===== config.mk =====
export PLATFORM = sky130hd
export DESIGN_NAME = ulc_line_control
export DESIGN_NICKNAME = d
export VERILOG_FILES = /design/src/ulc_pkg.sv /design/src/ulc_line_control.sv
export VERILOG_INCLUDE_DIRS = /design/src
export SDC_FILE = /design/constraint.sdc
export NUM_CORES = 1
export LEC_CHECK = 0
export ABC_AREA = 1
export BUFFER_PORTS_ARGS = -buffer_cell sky130_fd_sc_hd__buf_2
export CAP_MARGIN = 20
export CORE_MARGIN = 2
export CORE_UTILIZATION = 30
export CTS_CLUSTER_SIZE = 30
export DETAILED_ROUTE_END_ITERATION = 7
export GPL_ROUTABILITY_DRIVEN = 0
export SYNTH_ARGS = -nofsm -noshare
export SYNTH_HDL_FRONTEND = slang
export SYNTH_SLANG_ARGS = --single-unit

===== constraint.sdc =====
create_clock -name ref_clk -period 3.55 [get_ports ref_clk]
set_input_delay 0.71 -clock ref_clk [delete_from_list [all_inputs] [get_ports ref_clk]]
set_output_delay 0.71 -clock ref_clk [all_outputs]
set_load 0.01 [all_outputs]

===== src/ulc_cfg.svh =====
// ulc_cfg.svh: register offsets, field positions, reset values and counts for the line control block.
// assumes an 8-bit CPU I/O bus with 16-bit addresses; one channel per instance.
//
// Contract
// - divisor access 0 maps shared addresses to receive, transmit holding, interrupt enable.
// - divisor access 1 maps shared addresses to baud divisor low and high.
// - send break drives zero from the next bit boundary, ignoring the shifter.
// - entering break discards the character in the transmit shifter.
// - transmit FIFO is cleared on the same bit edge that forces the output low.
// - data written during break is held and sent after recovery.
// - clearing send break resumes transmit at the next baud generator edge.
// - force parity error with parity enable inverts transmitted parity.
// - even select 0 without multidrop gives odd parity, sent and checked.
// - even select 1 without multidrop gives even parity, sent and checked.
// - parity enable 0 means no parity bit sent or checked.
// - parity enable 1 appends parity to every character and checks every one.
// - multidrop checks received parity as space.
// - multidrop with even select 0 transmits a space parity bit.
// - multidrop with even select 1 transmits a mark parity bit.
// - multidrop clears even select after the first transmitted character.
// - three-bit format field selects 5 to 8 data bits and 1 or 2 stops.
// - multidrop enable is modem control bit 5, combined with even select.
`ifndef ULC_CFG_SVH
`define ULC_CFG_SVH
`define ULC_BASE_CH0 16'h00C0
`define ULC_BASE_CH1 16'h00D0
`define ULC_LINE_CONTROL_CH0 16'h00C3
`define ULC_LINE_CONTROL_CH1 16'h00D3
`define ULC_OFS_DATA 4'h0
`define ULC_OFS_IER 4'h1
`define ULC_OFS_FCTL 4'h2
`define ULC_OFS_LCTL 4'h3
`define ULC_OFS_MCTL 4'h4
`define ULC_OFS_LSR 4'h5
`define ULC_LCTL_RESET 8'h00
`define ULC_MCTL_RESET 8'h00
`define ULC_IER_RESET 8'h00
`define ULC_DIV_RESET 16'h0000
`define ULC_BIT_DIVISOR_LATCH_ACCESS 7
`define ULC_BIT_BREAK 6
`define ULC_BIT_FPE 5
`define ULC_BIT_EPS 4
`define ULC_BIT_PEN 3
`define ULC_BIT_STOP2 2
`define ULC_BIT_MDM 5
`define ULC_BIT_CLRTX 2
`define ULC_LSR_DR 0
`define ULC_LSR_PE 2
`define ULC_LSR_TX_HOLDING_EMPTY 5
`define ULC_LSR_TEMT 6
`define ULC_OVERSAMPLE 4'hF
`define ULC_MID_SAMPLE 4'h7
`define ULC_MIN_BITS 4'h5
`endif


===== src/ulc_pkg.sv =====
// ulc_pkg: state types of the line control block.
// assumes ulc_cfg.svh supplies all numeric constants.
package ulc_pkg;
	typedef enum logic [2:0] {TX_IDLE, TX_START, TX_DATA, TX_PARITY, TX_STOP} ulc_tx_state_type;
	typedef enum logic [2:0] {RX_IDLE, RX_START, RX_DATA, RX_PARITY, RX_STOP} ulc_rx_state_type;
endpackage


===== src/ulc_line_control.sv =====
// ulc_line_control: transmit FIFO plus one serial channel governed by the line control register.
// assumes one clock, synchronous active-low reset, rxd arriving asynchronously from the pin.
`timescale 1ns/1ns
`include "ulc_cfg.svh"

module ulc_fifo #(
	parameter int WIDTH = 8,
	parameter int DEPTH = 8
) (
	// clock and reset
	input wire logic ref_clk,
	input wire logic rst_b,
	// flush
	input wire logic flush,
	// fill side
	input wire logic inValid,
	output logic inReady,
	input wire logic [WIDTH-1:0] inData,
	// drain side
	output logic outValid,
	input wire logic outReady,
	output logic [WIDTH-1:0] outData
);
	localparam int AW = $clog2(DEPTH);
	generate
		if (DEPTH < 2 || (1 << AW) != DEPTH) begin : g_chk
			$error("fifo depth must be a power of two, at least 2");
		end
	endgenerate
	logic [WIDTH-1:0] mem [DEPTH];
	logic [AW:0] wrPtr_r, wrPtr_nxt, rdPtr_r, rdPtr_nxt;
	logic push, pop;

	assign inReady = (wrPtr_r - rdPtr_r) != (AW+1)'(DEPTH);
	assign outValid = wrPtr_r != rdPtr_r;
	assign outData = mem[rdPtr_r[AW-1:0]];
	assign push = inValid && inReady && !flush;
	assign pop = outValid && outReady && !flush;

	always_comb begin
		wrPtr_nxt = wrPtr_r;
		rdPtr_nxt = rdPtr_r;
		if (flush) begin
			wrPtr_nxt = '0;
			rdPtr_nxt = '0;
		end else begin
			if (push)
				wrPtr_nxt = wrPtr_r + 1'b1;
			if (pop)
				rdPtr_nxt = rdPtr_r + 1'b1;
		end
	end

	always_ff @(posedge ref_clk) begin
		if (!rst_b) begin
			wrPtr_r <= '0;
			rdPtr_r <= '0;
		end else begin
			wrPtr_r <= wrPtr_nxt;
			rdPtr_r <= rdPtr_nxt;
		end
	end

	// storage has no reset: contents are only read behind a valid pointer pair
	always_ff @(posedge ref_clk) begin
		if (push)
			mem[wrPtr_r[AW-1:0]] <= inData;
	end
endmodule

module ulc_line_control #(
	parameter int CHANNEL = 0,
	parameter int FIFO_DEPTH = 8
) (
	// clock and reset
	input wire logic ref_clk,
	input wire logic rst_b,
	// cpu i/o bus
	input wire logic [15:0] ioAddr,
	input wire logic ioWrite,
	input wire logic ioRead,
	input wire logic [7:0] ioWrData,
	output logic [7:0] ioRdData,
	output logic txAccept,
	// serial pins
	output logic txd,
	input wire logic rxd
);
	import ulc_pkg::*;
	generate
		if (CHANNEL < 0 || CHANNEL > 1) begin : g_chk
			$error("channel must be 0 or 1");
		end
	endgenerate

	localparam logic [15:0] BASE = (CHANNEL == 0) ? `ULC_BASE_CH0 : `ULC_BASE_CH1;
	localparam logic [15:0] LCTL_ADDR = (CHANNEL == 0) ? `ULC_LINE_CONTROL_CH0 : `ULC_LINE_CONTROL_CH1;
	// the offset decode below assumes line control sits at its fixed offset in the window
	generate
		if (LCTL_ADDR != (BASE | 16'(`ULC_OFS_LCTL))) begin : g_map
			$error("line control offset does not match the channel window");
		end
	endgenerate

	// parity of the used data bits; oddSel picks odd parity
	function automatic logic parityOf(input logic [7:0] d, input logic [1:0] len, input logic oddSel);
		logic [7:0] m;
		m = 8'hFF >> (2'd3 - len);
		return (^(d & m)) ^ oddSel;
	endfunction

	// expected parity bit for the current line settings
	function automatic logic parityBit(input logic [7:0] d, input logic [7:0] lc, input logic multidrop_enable);
		if (multidrop_enable)
			return lc[`ULC_BIT_EPS];
		return parityOf(d, lc[1:0], !lc[`ULC_BIT_EPS]);
	endfunction

	logic [7:0] lineControl_r, lineControl_nxt, modemControl_r, modemControl_nxt, intEnable_r, intEnable_nxt;
	logic [15:0] divisor_r, divisor_nxt;
	logic [7:0] rdData_r, rdData_nxt, rxBuf_r, rxBuf_nxt;
	logic dataReady_r, dataReady_nxt, parityErr_r, parityErr_nxt;
	logic hit, divisor_latch_access, multidrop_enable, parity_enable, breakReq;
	logic [3:0] ofs;
	logic fifoInValid, fifoInReady, fifoOutValid, fifoPop, fifoFlush;
	logic [7:0] fifoOutData;
	logic charDone, rxDone, rxParOk, charBusy;
	logic [7:0] rxShift_r, rxShift_nxt;

	assign hit = (ioAddr[15:4] == BASE[15:4]);
	assign ofs = ioAddr[3:0];
	assign divisor_latch_access = lineControl_r[`ULC_BIT_DIVISOR_LATCH_ACCESS];
	assign multidrop_enable = modemControl_r[`ULC_BIT_MDM];
	assign parity_enable = lineControl_r[`ULC_BIT_PEN];
	assign breakReq = lineControl_r[`ULC_BIT_BREAK];
	assign fifoInValid = hit && ioWrite && ofs == `ULC_OFS_DATA && !divisor_latch_access;
	assign txAccept = fifoInValid && fifoInReady;

	// register file
	always_comb begin
		lineControl_nxt = lineControl_r;
		modemControl_nxt = modemControl_r;
		intEnable_nxt = intEnable_r;
		divisor_nxt = divisor_r;
		rdData_nxt = rdData_r;
		rxBuf_nxt = rxBuf_r;
		dataReady_nxt = dataReady_r;
		parityErr_nxt = parityErr_r;
		// hardware clears even select first so that a software write in the same cycle wins
		if (charDone && multidrop_enable)
			lineControl_nxt[`ULC_BIT_EPS] = 1'b0;
		if (hit && ioRead) begin
			rdData_nxt = 8'h00;
			unique case (ofs)
				`ULC_OFS_DATA: begin
					rdData_nxt = divisor_latch_access ? divisor_r[7:0] : rxBuf_r;
					if (!divisor_latch_access)
						dataReady_nxt = 1'b0;
				end
				`ULC_OFS_IER: rdData_nxt = divisor_latch_access ? divisor_r[15:8] : intEnable_r;
				`ULC_OFS_LCTL: rdData_nxt = lineControl_r;
				`ULC_OFS_MCTL: rdData_nxt = modemControl_r;
				`ULC_OFS_LSR: begin
					rdData_nxt[`ULC_LSR_DR] = dataReady_r;
					rdData_nxt[`ULC_LSR_PE] = parityErr_r;
					rdData_nxt[`ULC_LSR_TX_HOLDING_EMPTY] = !fifoOutValid;
					rdData_nxt[`ULC_LSR_TEMT] = !fifoOutValid && !charBusy;
					parityErr_nxt = 1'b0;
				end
				default: rdData_nxt = 8'h00;
			endcase
		end
		if (hit && ioWrite) begin
			unique case (ofs)
				`ULC_OFS_DATA: begin
					if (divisor_latch_access)
						divisor_nxt[7:0] = ioWrData;
				end
				`ULC_OFS_IER: begin
					if (divisor_latch_access)
						divisor_nxt[15:8] = ioWrData;
					else
						intEnable_nxt = ioWrData;
				end
				`ULC_OFS_LCTL: lineControl_nxt = ioWrData;
				`ULC_OFS_MCTL: modemControl_nxt = {2'b00, ioWrData[5:0]};
				default: ;
			endcase
		end
		// a fresh character beats a same-cycle read clear
		if (rxDone) begin
			rxBuf_nxt = rxShift_r;
			dataReady_nxt = 1'b1;
			if (!rxParOk)
				parityErr_nxt = 1'b1;
		end
	end

	always_ff @(posedge ref_clk) begin
		if (!rst_b) begin
			lineControl_r <= `ULC_LCTL_RESET;
			modemControl_r <= `ULC_MCTL_RESET;
			intEnable_r <= `ULC_IER_RESET;
			divisor_r <= `ULC_DIV_RESET;
			rdData_r <= 8'h00;
			rxBuf_r <= 8'h00;
			dataReady_r <= 1'b0;
			parityErr_r <= 1'b0;
		end else begin
			lineControl_r <= lineControl_nxt;
			modemControl_r <= modemControl_nxt;
			intEnable_r <= intEnable_nxt;
			divisor_r <= divisor_nxt;
			rdData_r <= rdData_nxt;
			rxBuf_r <= rxBuf_nxt;
			dataReady_r <= dataReady_nxt;
			parityErr_r <= parityErr_nxt;
		end
	end
	assign ioRdData = rdData_r;

	// baud generator: one tick per divisor clocks, sixteen ticks per bit; divisor 0 stops it
	logic [15:0] baudCnt_r, baudCnt_nxt;
	logic [3:0] phase_r, phase_nxt;
	logic tick, bitEdge;
	assign tick = (divisor_r != 16'h0000) && (baudCnt_r == divisor_r - 16'h0001);
	assign bitEdge = tick && phase_r == `ULC_OVERSAMPLE;

	always_comb begin
		baudCnt_nxt = tick || divisor_r == 16'h0000 ? 16'h0000 : baudCnt_r + 16'h0001;
		phase_nxt = tick ? phase_r + 4'h1 : phase_r;
	end

	always_ff @(posedge ref_clk) begin
		if (!rst_b) begin
			baudCnt_r <= 16'h0000;
			phase_r <= 4'h0;
		end else begin
			baudCnt_r <= baudCnt_nxt;
			phase_r <= phase_nxt;
		end
	end

	// transmitter
	ulc_tx_state_type txState_r, txState_nxt;
	logic [7:0] txShift_r, txShift_nxt;
	logic [2:0] txCount_r, txCount_nxt;
	logic breakOn_r, breakOn_nxt, txd_r, txd_nxt;
	assign charBusy = txState_r != TX_IDLE;
	assign fifoFlush = breakReq && !breakOn_r && bitEdge;
	assign fifoPop = txState_r == TX_IDLE && !breakOn_r && !breakReq && bitEdge;

	always_comb begin
		txState_nxt = txState_r;
		txShift_nxt = txShift_r;
		txCount_nxt = txCount_r;
		breakOn_nxt = breakOn_r;
		txd_nxt = txd_r;
		charDone = 1'b0;
		if (breakOn_r) begin
			txd_nxt = 1'b0;
			if (!breakReq && tick) begin
				breakOn_nxt = 1'b0;
				txd_nxt = 1'b1;
			end
		end else if (breakReq && bitEdge) begin
			breakOn_nxt = 1'b1;
			txState_nxt = TX_IDLE;
			txd_nxt = 1'b0;
		end else if (bitEdge) begin
			unique case (txState_r)
				TX_IDLE: begin
					txd_nxt = 1'b1;
					if (fifoOutValid) begin
						txShift_nxt = fifoOutData;
						txCount_nxt = 3'd0;
						txd_nxt = 1'b0;
						txState_nxt = TX_DATA;
					end
				end
				TX_START: txState_nxt = TX_DATA;
				TX_DATA: begin
					txd_nxt = txShift_r[txCount_r];
					txCount_nxt = txCount_r + 3'd1;
					if (txCount_r == {1'b0, lineControl_r[1:0]} + 3'd4)
						txState_nxt = parity_enable ? TX_PARITY : TX_STOP;
				end
				TX_PARITY: begin
					txd_nxt = parityBit(txShift_r, lineControl_r, multidrop_enable) ^ lineControl_r[`ULC_BIT_FPE];
					txCount_nxt = 3'd0;
					txState_nxt = TX_STOP;
				end
				TX_STOP: begin
					txd_nxt = 1'b1;
					txCount_nxt = txCount_r + 3'd1;
					if (txCount_r == {2'b00, lineControl_r[`ULC_BIT_STOP2]} || !parity_enable && txCount_r[2]) begin
						txState_nxt = TX_IDLE;
						charDone = 1'b1;
					end
				end
			endcase
			if (txState_r == TX_DATA && txCount_r == {1'b0, lineControl_r[1:0]} + 3'd4 && !parity_enable)
				txCount_nxt = 3'd0;
		end
	end

	always_ff @(posedge ref_clk) begin
		if (!rst_b) begin
			txState_r <= TX_IDLE;
			txShift_r <= 8'h00;
			txCount_r <= 3'd0;
			breakOn_r <= 1'b0;
			txd_r <= 1'b1;
		end else begin
			txState_r <= txState_nxt;
			txShift_r <= txShift_nxt;
			txCount_r <= txCount_nxt;
			breakOn_r <= breakOn_nxt;
			txd_r <= txd_nxt;
		end
	end
	assign txd = txd_r;

	ulc_fifo #(.WIDTH(8), .DEPTH(FIFO_DEPTH)) u_txfifo (
		.ref_clk(ref_clk),
		.rst_b(rst_b),
		.flush(fifoFlush || hit && ioWrite && ofs == `ULC_OFS_FCTL && ioWrData[`ULC_BIT_CLRTX]),
		.inValid(fifoInValid),
		.inReady(fifoInReady),
		.inData(ioWrData),
		.outValid(fifoOutValid),
		.outReady(fifoPop),
		.outData(fifoOutData)
	);

	// receiver: rxd passes two flops, then sampled mid-bit on the sixteenth-bit ticks
	logic rxMeta_r, rxSync_r;
	ulc_rx_state_type rxState_r, rxState_nxt;
	logic [3:0] rxPhase_r, rxPhase_nxt;
	logic [2:0] rxCount_r, rxCount_nxt;
	logic rxParOk_r, rxParOk_nxt, mid;
	assign mid = tick && rxPhase_r == `ULC_MID_SAMPLE;
	assign rxParOk = rxParOk_r;

	always_comb begin
		rxState_nxt = rxState_r;
		rxPhase_nxt = tick ? rxPhase_r + 4'h1 : rxPhase_r;
		rxCount_nxt = rxCount_r;
		rxShift_nxt = rxShift_r;
		rxParOk_nxt = rxParOk_r;
		rxDone = 1'b0;
		unique case (rxState_r)
			RX_IDLE: begin
				rxPhase_nxt = 4'h0;
				if (!rxSync_r)
					rxState_nxt = RX_START;
			end
			RX_START: begin
				if (mid) begin
					rxState_nxt = rxSync_r ? RX_IDLE : RX_DATA;
					rxCount_nxt = 3'd0;
					rxShift_nxt = 8'h00;
					rxParOk_nxt = 1'b1;
				end
			end
			RX_DATA: begin
				if (mid) begin
					rxShift_nxt[rxCount_r] = rxSync_r;
					rxCount_nxt = rxCount_r + 3'd1;
					if (rxCount_r == {1'b0, lineControl_r[1:0]} + 3'd4)
						rxState_nxt = parity_enable ? RX_PARITY : RX_STOP;
				end
			end
			RX_PARITY: begin
				if (mid) begin
					rxParOk_nxt = rxSync_r == (multidrop_enable ? 1'b0 : parityBit(rxShift_r, lineControl_r, 1'b0));
					rxState_nxt = RX_STOP;
				end
			end
			RX_STOP: begin
				if (mid) begin
					rxDone = 1'b1;
					rxState_nxt = RX_IDLE;
				end
			end
		endcase
	end

	always_ff @(posedge ref_clk) begin
		if (!rst_b) begin
			rxMeta_r <= 1'b1;
			rxSync_r <= 1'b1;
			rxState_r <= RX_IDLE;
			rxPhase_r <= 4'h0;
			rxCount_r <= 3'd0;
			rxShift_r <= 8'h00;
			rxParOk_r <= 1'b1;
		end else begin
			rxMeta_r <= rxd;
			rxSync_r <= rxMeta_r;
			rxState_r <= rxState_nxt;
			rxPhase_r <= rxPhase_nxt;
			rxCount_r <= rxCount_nxt;
			rxShift_r <= rxShift_nxt;
			rxParOk_r <= rxParOk_nxt;
		end
	end
endmodule


* Word-level counts from Yosys, hierarchy flattened *
Memory sizes are Yosys's and may differ from the RTL's. A register that Yosys moved wholly into a read port is not among the register bits.
Index checks and enable logic that the tools add are counted.
W data, S select, Z words.

storage, ports and cells
  bits in registers = 113
  bits in writable memories = 64
  bits of input ports = 29
  logic and storage cells = 235
  memories kept = 1

memory list
  memory        words  bits a word  read ports  clocked after Yosys merged registers in  write ports  RTL line                source
  u_txfifo.mem  8      8            1           1                                        1            ulc_line_control.sv:30  logic [WIDTH-1:0] mem [DEPTH];

operators by class
  $add $sub $neg = 11
  order comparisons = 3
  equal/unequal tests = 34
  shifts and indexed selects = 1
  mux-type cells = 80
  bitwise gates (word level) = 9
  reductions and logical operators = 71

operator list
  cell                     number
  $mux W3                  15
  $mux W1                  42
  $mux W8                  4
  $pmux W3 S5              2
  $logic_and A1 B1 Y1      26
  $reduce_and A3 Y1        6
  $add A16 B1 Y16 const B  1
  $add A4 B1 Y4 const B    4
  $and A8 B8 Y8            2
  $eq A16 B16 Y1           1
  $logic_not A16 Y1        1
  $pmux W8 S2              1
  $reduce_bool A16 Y1      1
  $reduce_xor A8 Y1        2
  $sub A16 B1 Y16 const B  1
  $reduce_and A5 Y1        3
  $eq A12 B4 Y1 const B    1
  $eq A3 B2 Y1 const B     4
  $eq A4 B3 Y1 const B     3
  $ne A2 B2 Y1 const B     6
  $mux W5                  2
  $pmux W1 S5              2
  $pmux W2 S5              1
  $reduce_bool A2 Y1       5
  42 further kinds         73

* Depth between registers and ports, before layout *
Gate-level depths: netlist of the first run.

  depth in word-level cells = 17
  gate-level depth with buffers = 20

* Hierarchy *
Synthesis of the first run repeated with hierarchy kept, for this count alone.

second synthesis, totals
  cells, all modules = 1,305
  area, all modules = 9,829.4 µm²

modules (own cells, without submodules)
  module            times used  cells each  area an instance (µm²)  seq. area each (µm²)
  ulc_line_control  1           1,017       6,623.9                 2,262.2
  ulc_fifo          1           288         3,205.6                 2,142.1

* Least setup slack after synthesis of the first run *
Ideal clock, no wire load.

  path type = flip-flop to flip-flop
  start = register u_txfifo.rdPtr_r[2]
  end = memory u_txfifo.mem[6][0], enable pin
  data arrival time = 3.013 ns
  required time = 3.167 ns
  setup slack = 0.154 ns
  cell stages (with the launch flop) = 12
  buffers on the path = 1
  cell sequence = dfxtp_1 -> clkinv_1 -> clkbuf_1 -> ha_1 -> inv_1 -> nor2_1 -> nor2_1 -> xnor2_1 -> nor3_1 -> nor4_1 -> nand4_1 -> nor3_1

between the ends
  word-level cells in the longest chain between the ends = 6

ends and longest elaborated chain
  element                        RTL line                source
  start: declaration             ulc_line_control.sv:31  logic [AW:0] wrPtr_r, wrPtr_nxt, rdPtr_r, rdPtr_nxt;
  start signal: assignment       ulc_line_control.sv:60  rdPtr_r <= rdPtr_nxt;
  $sub A4 B4 Y4                  ulc_line_control.sv:34  assign inReady = (wrPtr_r - rdPtr_r) != (AW+1)'(DEPTH);
  $ne A4 B4 Y1                   ulc_line_control.sv:34
  $logic_and A1 B1 Y1            --
  named net txAccept             ulc_line_control.sv:84  output logic txAccept,
  $logic_and A1 B1 Y1            ulc_line_control.sv:37  assign push = inValid && inReady && !flush;
  $mux W1                        ulc_line_control.sv:66  if (push)
  $mux W1 (not written as such)  ulc_line_control.sv:67  mem[wrPtr_r[AW-1:0]] <= inData;
  end: declaration               ulc_line_control.sv:30

The timed path passes the listed nets, and every way through them passes these cells.

* Final worst setup path of the first run *
  start = register u_txfifo.wrPtr_r[1]
  end = output txAccept

between the ends
  word-level cells in the longest chain between the ends = 3

ends and longest elaborated chain
  element                   RTL line                 source
  start: declaration        ulc_line_control.sv:31
  start signal: assignment  ulc_line_control.sv:59   wrPtr_r <= wrPtr_nxt;
  $sub A4 B4 Y4             ulc_line_control.sv:34
  $ne A4 B4 Y1              ulc_line_control.sv:34
  $logic_and A1 B1 Y1       ulc_line_control.sv:137  assign txAccept = fifoInValid && fifoInReady;
  end: declaration          ulc_line_control.sv:84

No other way between the ends.

==> results of run 1 <==
[final cells by class]
cell class	instances	area, um2
fillers	3290	20600
flip-flops and latches	185	4340
inverters	145	544
clock buffers	17	425
well taps	402	503
multi-input cells	883	4460
repair buffers	53	320
clock inverters	15	173
[final timing paths]
path | to | startpoint | slack (ns) | cells after the start
min reg2reg | rxSync_r | rxMeta_r | 0.45 | 1
max reg2reg | u_txfifo.mem[0][7] | divisor_r[0] | 0.45 | 16
min | rxMeta_r | rxd | 0.45 | 2
max | txAccept | u_txfifo.wrPtr_r[1] | 0.41 | 9
[through the flow]
stage,hold slack [ns],power (W),area [um2]
after floorplan,0.393,0.00243,9520
after CTS,0.435,0.00445,10800
final,0.448,0.00442,10800
after detailed placement,0.413,0.00251,10200
after global routing,0.452,0.00459,10800
after global placement,0.412,0.00250,10100
[report_power, final]
group          leakage, nW  switching, W  internal [W]
registers             1.55     0.0000126       0.00220
logic                 2.41      0.000186     0.0000680
clock network        0.287      0.000952       0.00101
total                 4.25       0.00115       0.00327
[state kept, by name (all words and copies together) (netlist names), 4 cells and up]
register          flops
rxPhase_r             4
divisor_r            16
modemControl_r        6
intEnable_r           8
rxBuf_r               8
baudCnt_r            16
lineControl_r         8
u_txfifo.rdPtr_r      4
txShift_r             8
u_txfifo.mem         64
u_txfifo.wrPtr_r      4
rxShift_r             8
ioRdData              8
phase_r               4
[metal layers]
metal	track usage [%]	vias up	share of wire, %
li1	-	4244	-
met4	5.29	0	2.0
met1	21.0	3884	46
met2	26.0	225	47
met5	0	-	0
met3	2.37	38	4.8
[layout by cell type, fill, tap and decap left out, types with 4 or more instances in the layout]
cell | netlist | final
sky130_fd_sc_hd__a32o_1 | 8 | 8
sky130_fd_sc_hd__or2_2 | 11 | 11
sky130_fd_sc_hd__nor3_1 | 27 | 27
sky130_fd_sc_hd__ha_1 | 11 | 11
sky130_fd_sc_hd__a21oi_1 | 103 | 103
sky130_fd_sc_hd__nor3b_1 | 5 | 5
sky130_fd_sc_hd__inv_8 | 0 | 5
sky130_fd_sc_hd__dfxtp_1 | 121 | 121
sky130_fd_sc_hd__o22ai_1 | 9 | 9
sky130_fd_sc_hd__edfxtp_1 | 64 | 64
sky130_fd_sc_hd__nor2_2 | 9 | 9
sky130_fd_sc_hd__buf_4 | 0 | 13
sky130_fd_sc_hd__nand3_1 | 72 | 72
sky130_fd_sc_hd__nor2_4 | 4 | 4
sky130_fd_sc_hd__clkbuf_16 | 0 | 17
sky130_fd_sc_hd__a211oi_1 | 4 | 4
sky130_fd_sc_hd__nand2_1 | 251 | 251
sky130_fd_sc_hd__xnor2_1 | 14 | 14
sky130_fd_sc_hd__o21ai_0 | 104 | 104
sky130_fd_sc_hd__xor2_1 | 26 | 26
sky130_fd_sc_hd__nand2_2 | 6 | 6
sky130_fd_sc_hd__nand4_1 | 22 | 22
sky130_fd_sc_hd__nor2_1 | 157 | 157
sky130_fd_sc_hd__nor4_1 | 7 | 7
sky130_fd_sc_hd__buf_2 | 2 | 39
sky130_fd_sc_hd__a31oi_1 | 4 | 4
sky130_fd_sc_hd__inv_2 | 5 | 5
sky130_fd_sc_hd__inv_1 | 138 | 138
[critical path, stage by stage, from the launching register on]
cell and delay (ns):
sky130_fd_sc_hd__dfxtp_1 0.43, sky130_fd_sc_hd__ha_1 0.28, sky130_fd_sc_hd__a21oi_1 0.22, sky130_fd_sc_hd__nor2_1 0.06, sky130_fd_sc_hd__nor2_1 0.12, sky130_fd_sc_hd__xnor2_1 0.13, sky130_fd_sc_hd__nor3_1 0.07, sky130_fd_sc_hd__nor4_1 0.32
sky130_fd_sc_hd__buf_4 0.20, sky130_fd_sc_hd__buf_2 0.14
[logic make-up (layout without fill, tap and decap cells)]
family / Yosys count / in the layout / synth area share (%)
AO/OA/AOI/OAI: 251 / 251 / 14.5
XOR/XNOR: 40 / 40 / 3.68
adder cells (fa/ha/maj): 11 / 11 / 1.45
buffers and inverters: 186 / 230 / 7.52
flip-flops: 185 / 185 / 45.6
AND/OR/NAND/NOR: 581 / 581 / 27.2
==> impl_metrics.csv, run 1 <==
group,metric,value,unit
detailed_routing,drt_first_pass_iters,6,
global_routing,antenna_found_initial,0,
sta,highest_clock_rate,319,MHz
die,vertical_extent_of_the_die,182,um
detailed_routing,drt_drc,0,
clocking,worst_skew_late_latency,0.44,ns
global_routing,first_global_vias,7839,
setup_path,timing.critical_path.required,2.84,ns
cells_and_area,layout_cells_sized_above_1,9.78,%
yosys,ys_async_sr_fraction,0,%
cells_and_area,final_core_utilization,34.3,%
clocking,post-cts-setup-buffers,0,
yosys,ys_top_cells_by_count,"sky130_fd_sc_hd__nand2_1, sky130_fd_sc_hd__nor2_1, sky130_fd_sc_hd__inv_1",
pwr,cellLeakagePower,4.25,nW
yosys,synth.top_cell.area_share,25.5,%
clocking,cts_tree,"built",
clocking,cts.path.max_buffers,2,
place,detailed_place_hpwl,18500,um
yosys,synth_nets,1294,
sta,layout_worst_path_cycle_share,88.4,%
global_routing,grt.overflow.total,0,
sta,rsz0062_at_grt,"no",
yosys,synthDistinctLibCells,47,
setup_path,crit_path_end_kind,"primary output",
global_routing,overall_global_routing_resource_usage,15.7,%
setup_path,critical_path_class,"reg2out",
detailed_routing,wl_per_cell,15.1,um
cells_and_area,number_of_non_filler_instances_in_the_completed_layout,1700,
setup_path,startpoint_type,"flip-flop",
global_routing,grt_first_pass_wirelength,41500,um
pwr,power_density,411,nW/um2
detailed_routing,final_antenna_net_count,0,
cells_and_area,nets,1325,
sta,setup_tns,0,ns
sta,finalMaxSlewViolations,0,
yosys,ys.flop_type,"sky130_fd_sc_hd__dfxtp_1",
yosys,register_area_share_after_synthesis,45.6,%
pwr,power.ir.vdd_worst,0.312,mV
clocking,cts_made_buffers,17,
yosys,number_of_flops_mapped_to_enable_cells_by_yosys,64,
cells_and_area,diodes,0,
place,place_worst_setup_slack,0.249,ns
yosys,postSynthCellCount,1254,
die,num_rows,65,
sta,finalCriticalPeriod,3.14,ns
clocking,numClockSinks,185,
worst_hold_path,timing.hold.worst.class,"in2reg",
job,timing.max_cap.violations,0,
die,design.portCount,39,
sta,final_critical_path_setup_slack,0.411,ns
sta,finalHoldViolCount,0,
clocking,cts-hold-fix-buffers,0,
clocking,cts.htree.levels,4,
setup_path,cp.arrival,2.43,ns
sta,slew_headroom,33.9,%
clocking,cts.repair.resized,0,
sta,worst_clock_skew,0.0163,ns
place,dp.cells,1667,
sta,setup_viol_count_final,0,
clocking,clk_pin_slew_worst_paths,0.08,ns
detailed_routing,routed_wl,25700,um
status,status,"completed",
yosys,synth_most_common_cell,"sky130_fd_sc_hd__nand2_1",
die,core_area,31400,um2
die,initial_core_util,30.3,%
sta,tightest_slew,0.985,ns
yosys,yosysTopAreaCell,"sky130_fd_sc_hd__dfxtp_1",
place,port_buf_inserts,38,
clocking,cts-root-buf,"sky130_fd_sc_hd__clkbuf_16",
die,dieArea,33200,um2
detailed_routing,dr_total_vias,8391,
yosys,synth.avg_cell_area,7.59,um2
global_routing,pin_count_of_the_biggest_net_entering_global_routing,62,
yosys,synthesis.area,9520,um2
die,die_w,182,um
yosys,yosysWarnings,0,
setup_path,critPathMaxFanout,6,
yosys,ys_ff_latch,185,
detailed_routing,route.detailed.vias_per_inst,4.94,
detailed_routing,detailedRoute.firstIterationViolations,685,
yosys,top_area_cells_in_the_synthesized_netlist,"sky130_fd_sc_hd__dfxtp_1, sky130_fd_sc_hd__edfxtp_1, sky130_fd_sc_hd__nand2_1",
cells_and_area,areaGrowthSynthToFinish,13.1,%
Power figures use the tool's default switching activity.
==> run 2: changes to the inputs <==
--- a/config.mk
+++ b/config.mk
@@ -16,2 +16,3 @@
 export GPL_ROUTABILITY_DRIVEN = 0
+export MAX_ROUTING_LAYER = met4
 export SYNTH_ARGS = -nofsm -noshare
==> constraint.sdc (replaced) <==
create_clock -name ref_clk -period 3.55 [get_ports ref_clk]
set_input_delay 0.5325 -clock ref_clk [delete_from_list [all_inputs] [get_ports ref_clk]]
set_output_delay 0.5325 -clock ref_clk [all_outputs]
set_load 0.01 [all_outputs]
==> impl_metrics.csv, run 2 (synthesis gave the netlist of run 1 again) <==
group,metric,value,unit
die,dieArea,33200,um2
sta,worst_clock_skew,0.0117,ns
place,dpl_cell_area,10200,um2
detailed_routing,dr_total_vias,8379,
cells_and_area,final_common_cell,"sky130_fd_sc_hd__nand2_1",
sta,highest_clock_rate,337,MHz
detailed_routing,detailedRoute.firstIterationViolations,711,
pwr,power_frac_clock,43.9,%
pwr,netSwitchingPower,0.00113,W
setup_path,critPathMaxFanout,8,
setup_path,r2r_setup_slack,0.58,ns
pwr,power_density,409,nW/um2
sta,setup_viol_count_final,0,
place,port_buf_inserts,38,
place,place_worst_setup_slack,0.347,ns
clocking,worst_skew_late_latency,0.45,ns
setup_path,critPathLaunch,"divisor_r[0]",
clocking,cts-root-buf,"sky130_fd_sc_hd__clkbuf_16",
global_routing,overall_global_routing_resource_usage,15.9,%
global_routing,pin_count_of_the_biggest_net_entering_global_routing,62,
sta,finalCriticalPeriod,2.97,ns
setup_path,reg2regPathDepth,16,
setup_path,end_of_the_critical_path,"u_txfifo.mem[4][4]",
sta,layout_worst_path_cycle_share,83.6,%
clocking,cts.path.max_buffers,2,
sta,hold_ws,0.276,ns
cells_and_area,layout_cells_sized_above_1,9.64,%
detailed_routing,wl_per_cell,14.8,um
place,detailed_place_hpwl,18200,um
detailed_routing,final_antenna_net_count,0,
cells_and_area,final_design_area_no_fill,10800,um2
clocking,cts.repair.resized,0,
die,initial_core_util,30.3,%
pwr,share_comb_of_total_power,5.8,%
clocking,cts-hold-fix-buffers,0,
setup_path,rr_startpoint,"divisor_r[0]",
cells_and_area,final_core_utilization,34.2,%
worst_hold_path,timing.hold.worst.class,"in2reg",
cells_and_area,largest_reg_flops,64,
clocking,post-cts-setup-buffers,0,
detailed_routing,route.detailed.vias_per_inst,4.93,
sta,finalHoldViolCount,0,
die,num_rows,65,
sta,finalMaxSlewViolations,0,
detailed_routing,drt_drc,0,
clocking,cts.htree.levels,4,
setup_path,reg2reg_to,"u_txfifo.mem[4][4]",
die,vertical_extent_of_the_die,182,um
global_routing,grt.overflow.total,0,
cells_and_area,nets,1324,
sta,rsz0062_at_grt,"no",
die,design.portCount,39,
cells_and_area,diodes,0,
job,timing.max_cap.violations,0,
cells_and_area,areaGrowthSynthToFinish,12.9,%
clocking,clk_pin_slew_worst_paths,0.07,ns
setup_path,crit_path_end_kind,"flip-flop",
status,status,"completed",
cells_and_area,most-common-layout-cells,"sky130_fd_sc_hd__nand2_1, sky130_fd_sc_hd__nor2_1, sky130_fd_sc_hd__inv_1",
setup_path,timing.critical_path.required,3.62,ns
setup_path,critical_path_class,"reg2reg",
sta,tightest_slew,1.02,ns
detailed_routing,drt_first_pass_iters,5,
pwr,power.share.switching,25.7,%
pwr,power.ir.vdd_worst,0.351,mV
pwr,cellLeakagePower,4.25,nW
setup_path,cp.arrival,3.04,ns
clocking,cts_tree,"built",
die,core_area,31400,um2
pwr,intPower,0.00327,W
setup_path,startpoint_type,"flip-flop",
clocking,cts_made_buffers,17,
global_routing,antenna_found_initial,0,
sta,setup_tns,0,ns
clocking,numClockSinks,185,
sta,final_critical_path_setup_slack,0.583,ns
sta,slew_headroom,31.6,%
detailed_routing,routed_wl,25100,um
global_routing,first_global_vias,7674,
pwr,power_frac_seq,50.3,%
die,die_w,182,um
global_routing,grt_first_pass_wirelength,40500,um
==> run 2: critical path, cell delays in order, from the launching register on <==
cell	delay, ns
sky130_fd_sc_hd__dfxtp_1	0.34
sky130_fd_sc_hd__inv_2	0.08
sky130_fd_sc_hd__ha_1	0.19
sky130_fd_sc_hd__nand3_2	0.15
sky130_fd_sc_hd__nor2_8	0.17
sky130_fd_sc_hd__nand2_1	0.07
sky130_fd_sc_hd__nand2_1	0.08
sky130_fd_sc_hd__nand3_1	0.11
sky130_fd_sc_hd__nand2_1	0.09
sky130_fd_sc_hd__nor2_1	0.04
sky130_fd_sc_hd__nand2_1	0.05
sky130_fd_sc_hd__nor2_1	0.04
sky130_fd_sc_hd__nand3_2	0.13
sky130_fd_sc_hd__nor2_4	0.06
sky130_fd_sc_hd__nand3_1	0.14
sky130_fd_sc_hd__nand4_1	0.19
sky130_fd_sc_hd__nor2_1	0.67
==> run 2: worst min-delay path by stage <==
stage	end	slack, ns	start	cells past startpoint
global route	rxMeta_r	0.27	rxd	2
finish	rxMeta_r	0.28	rxd	2
detailed placement	rxSync_r	0.40	rxMeta_r	1
CTS	rxMeta_r	0.26	rxd	2
floorplan	rxSync_r	0.39	rxMeta_r	1
global placement	rxSync_r	0.41	rxMeta_r	1
==> run 2: power groups by stage <==
stage / clock, W / sequential [W] / combinational, W
2_1_floorplan: 0 / 0.00226 / 0.000171
3_3_place_gp: 0 / 0.00226 / 0.000245
3_5_place_dp: 0 / 0.00226 / 0.000252
4_1_cts: 0.00196 / 0.00221 / 0.000252
5_1_grt: 0.00204 / 0.00221 / 0.000290
6_report: 0.00193 / 0.00221 / 0.000256
==> run 2: area by class of cell <==
cell class / count / area (um2)
Clock inverter: 14 / 156
Multi-Input combinational cell: 883 / 4460
Fill cell: 3320 / 20600
Timing Repair Buffer: 52 / 315
Clock buffer: 18 / 429
Tap cell: 402 / 503
Sequential cell: 185 / 4340
Inverter: 145 / 544
==> run 2: metrics by stage <==
step | total power [W] | cells
2_1_floorplan | 0.00243 | 1254
3_3_place_gp | 0.00250 | 1665
3_5_place_dp | 0.00251 | 1666
4_1_cts | 0.00442 | 1698
5_1_grt | 0.00454 | 1699
6_report | 0.00440 | 1699
==> run 2: routing by layer <==
metal / vias to the layer above / routed length (um) / global-route usage, %
li1: 4239 / - / -
met1: 3880 / 11700 / 20.5
met2: 213 / 11600 / 25.0
met3: 47 / 1060 / 2.49
met4: 0 / 756 / 6.42
met5: - / 0 / -
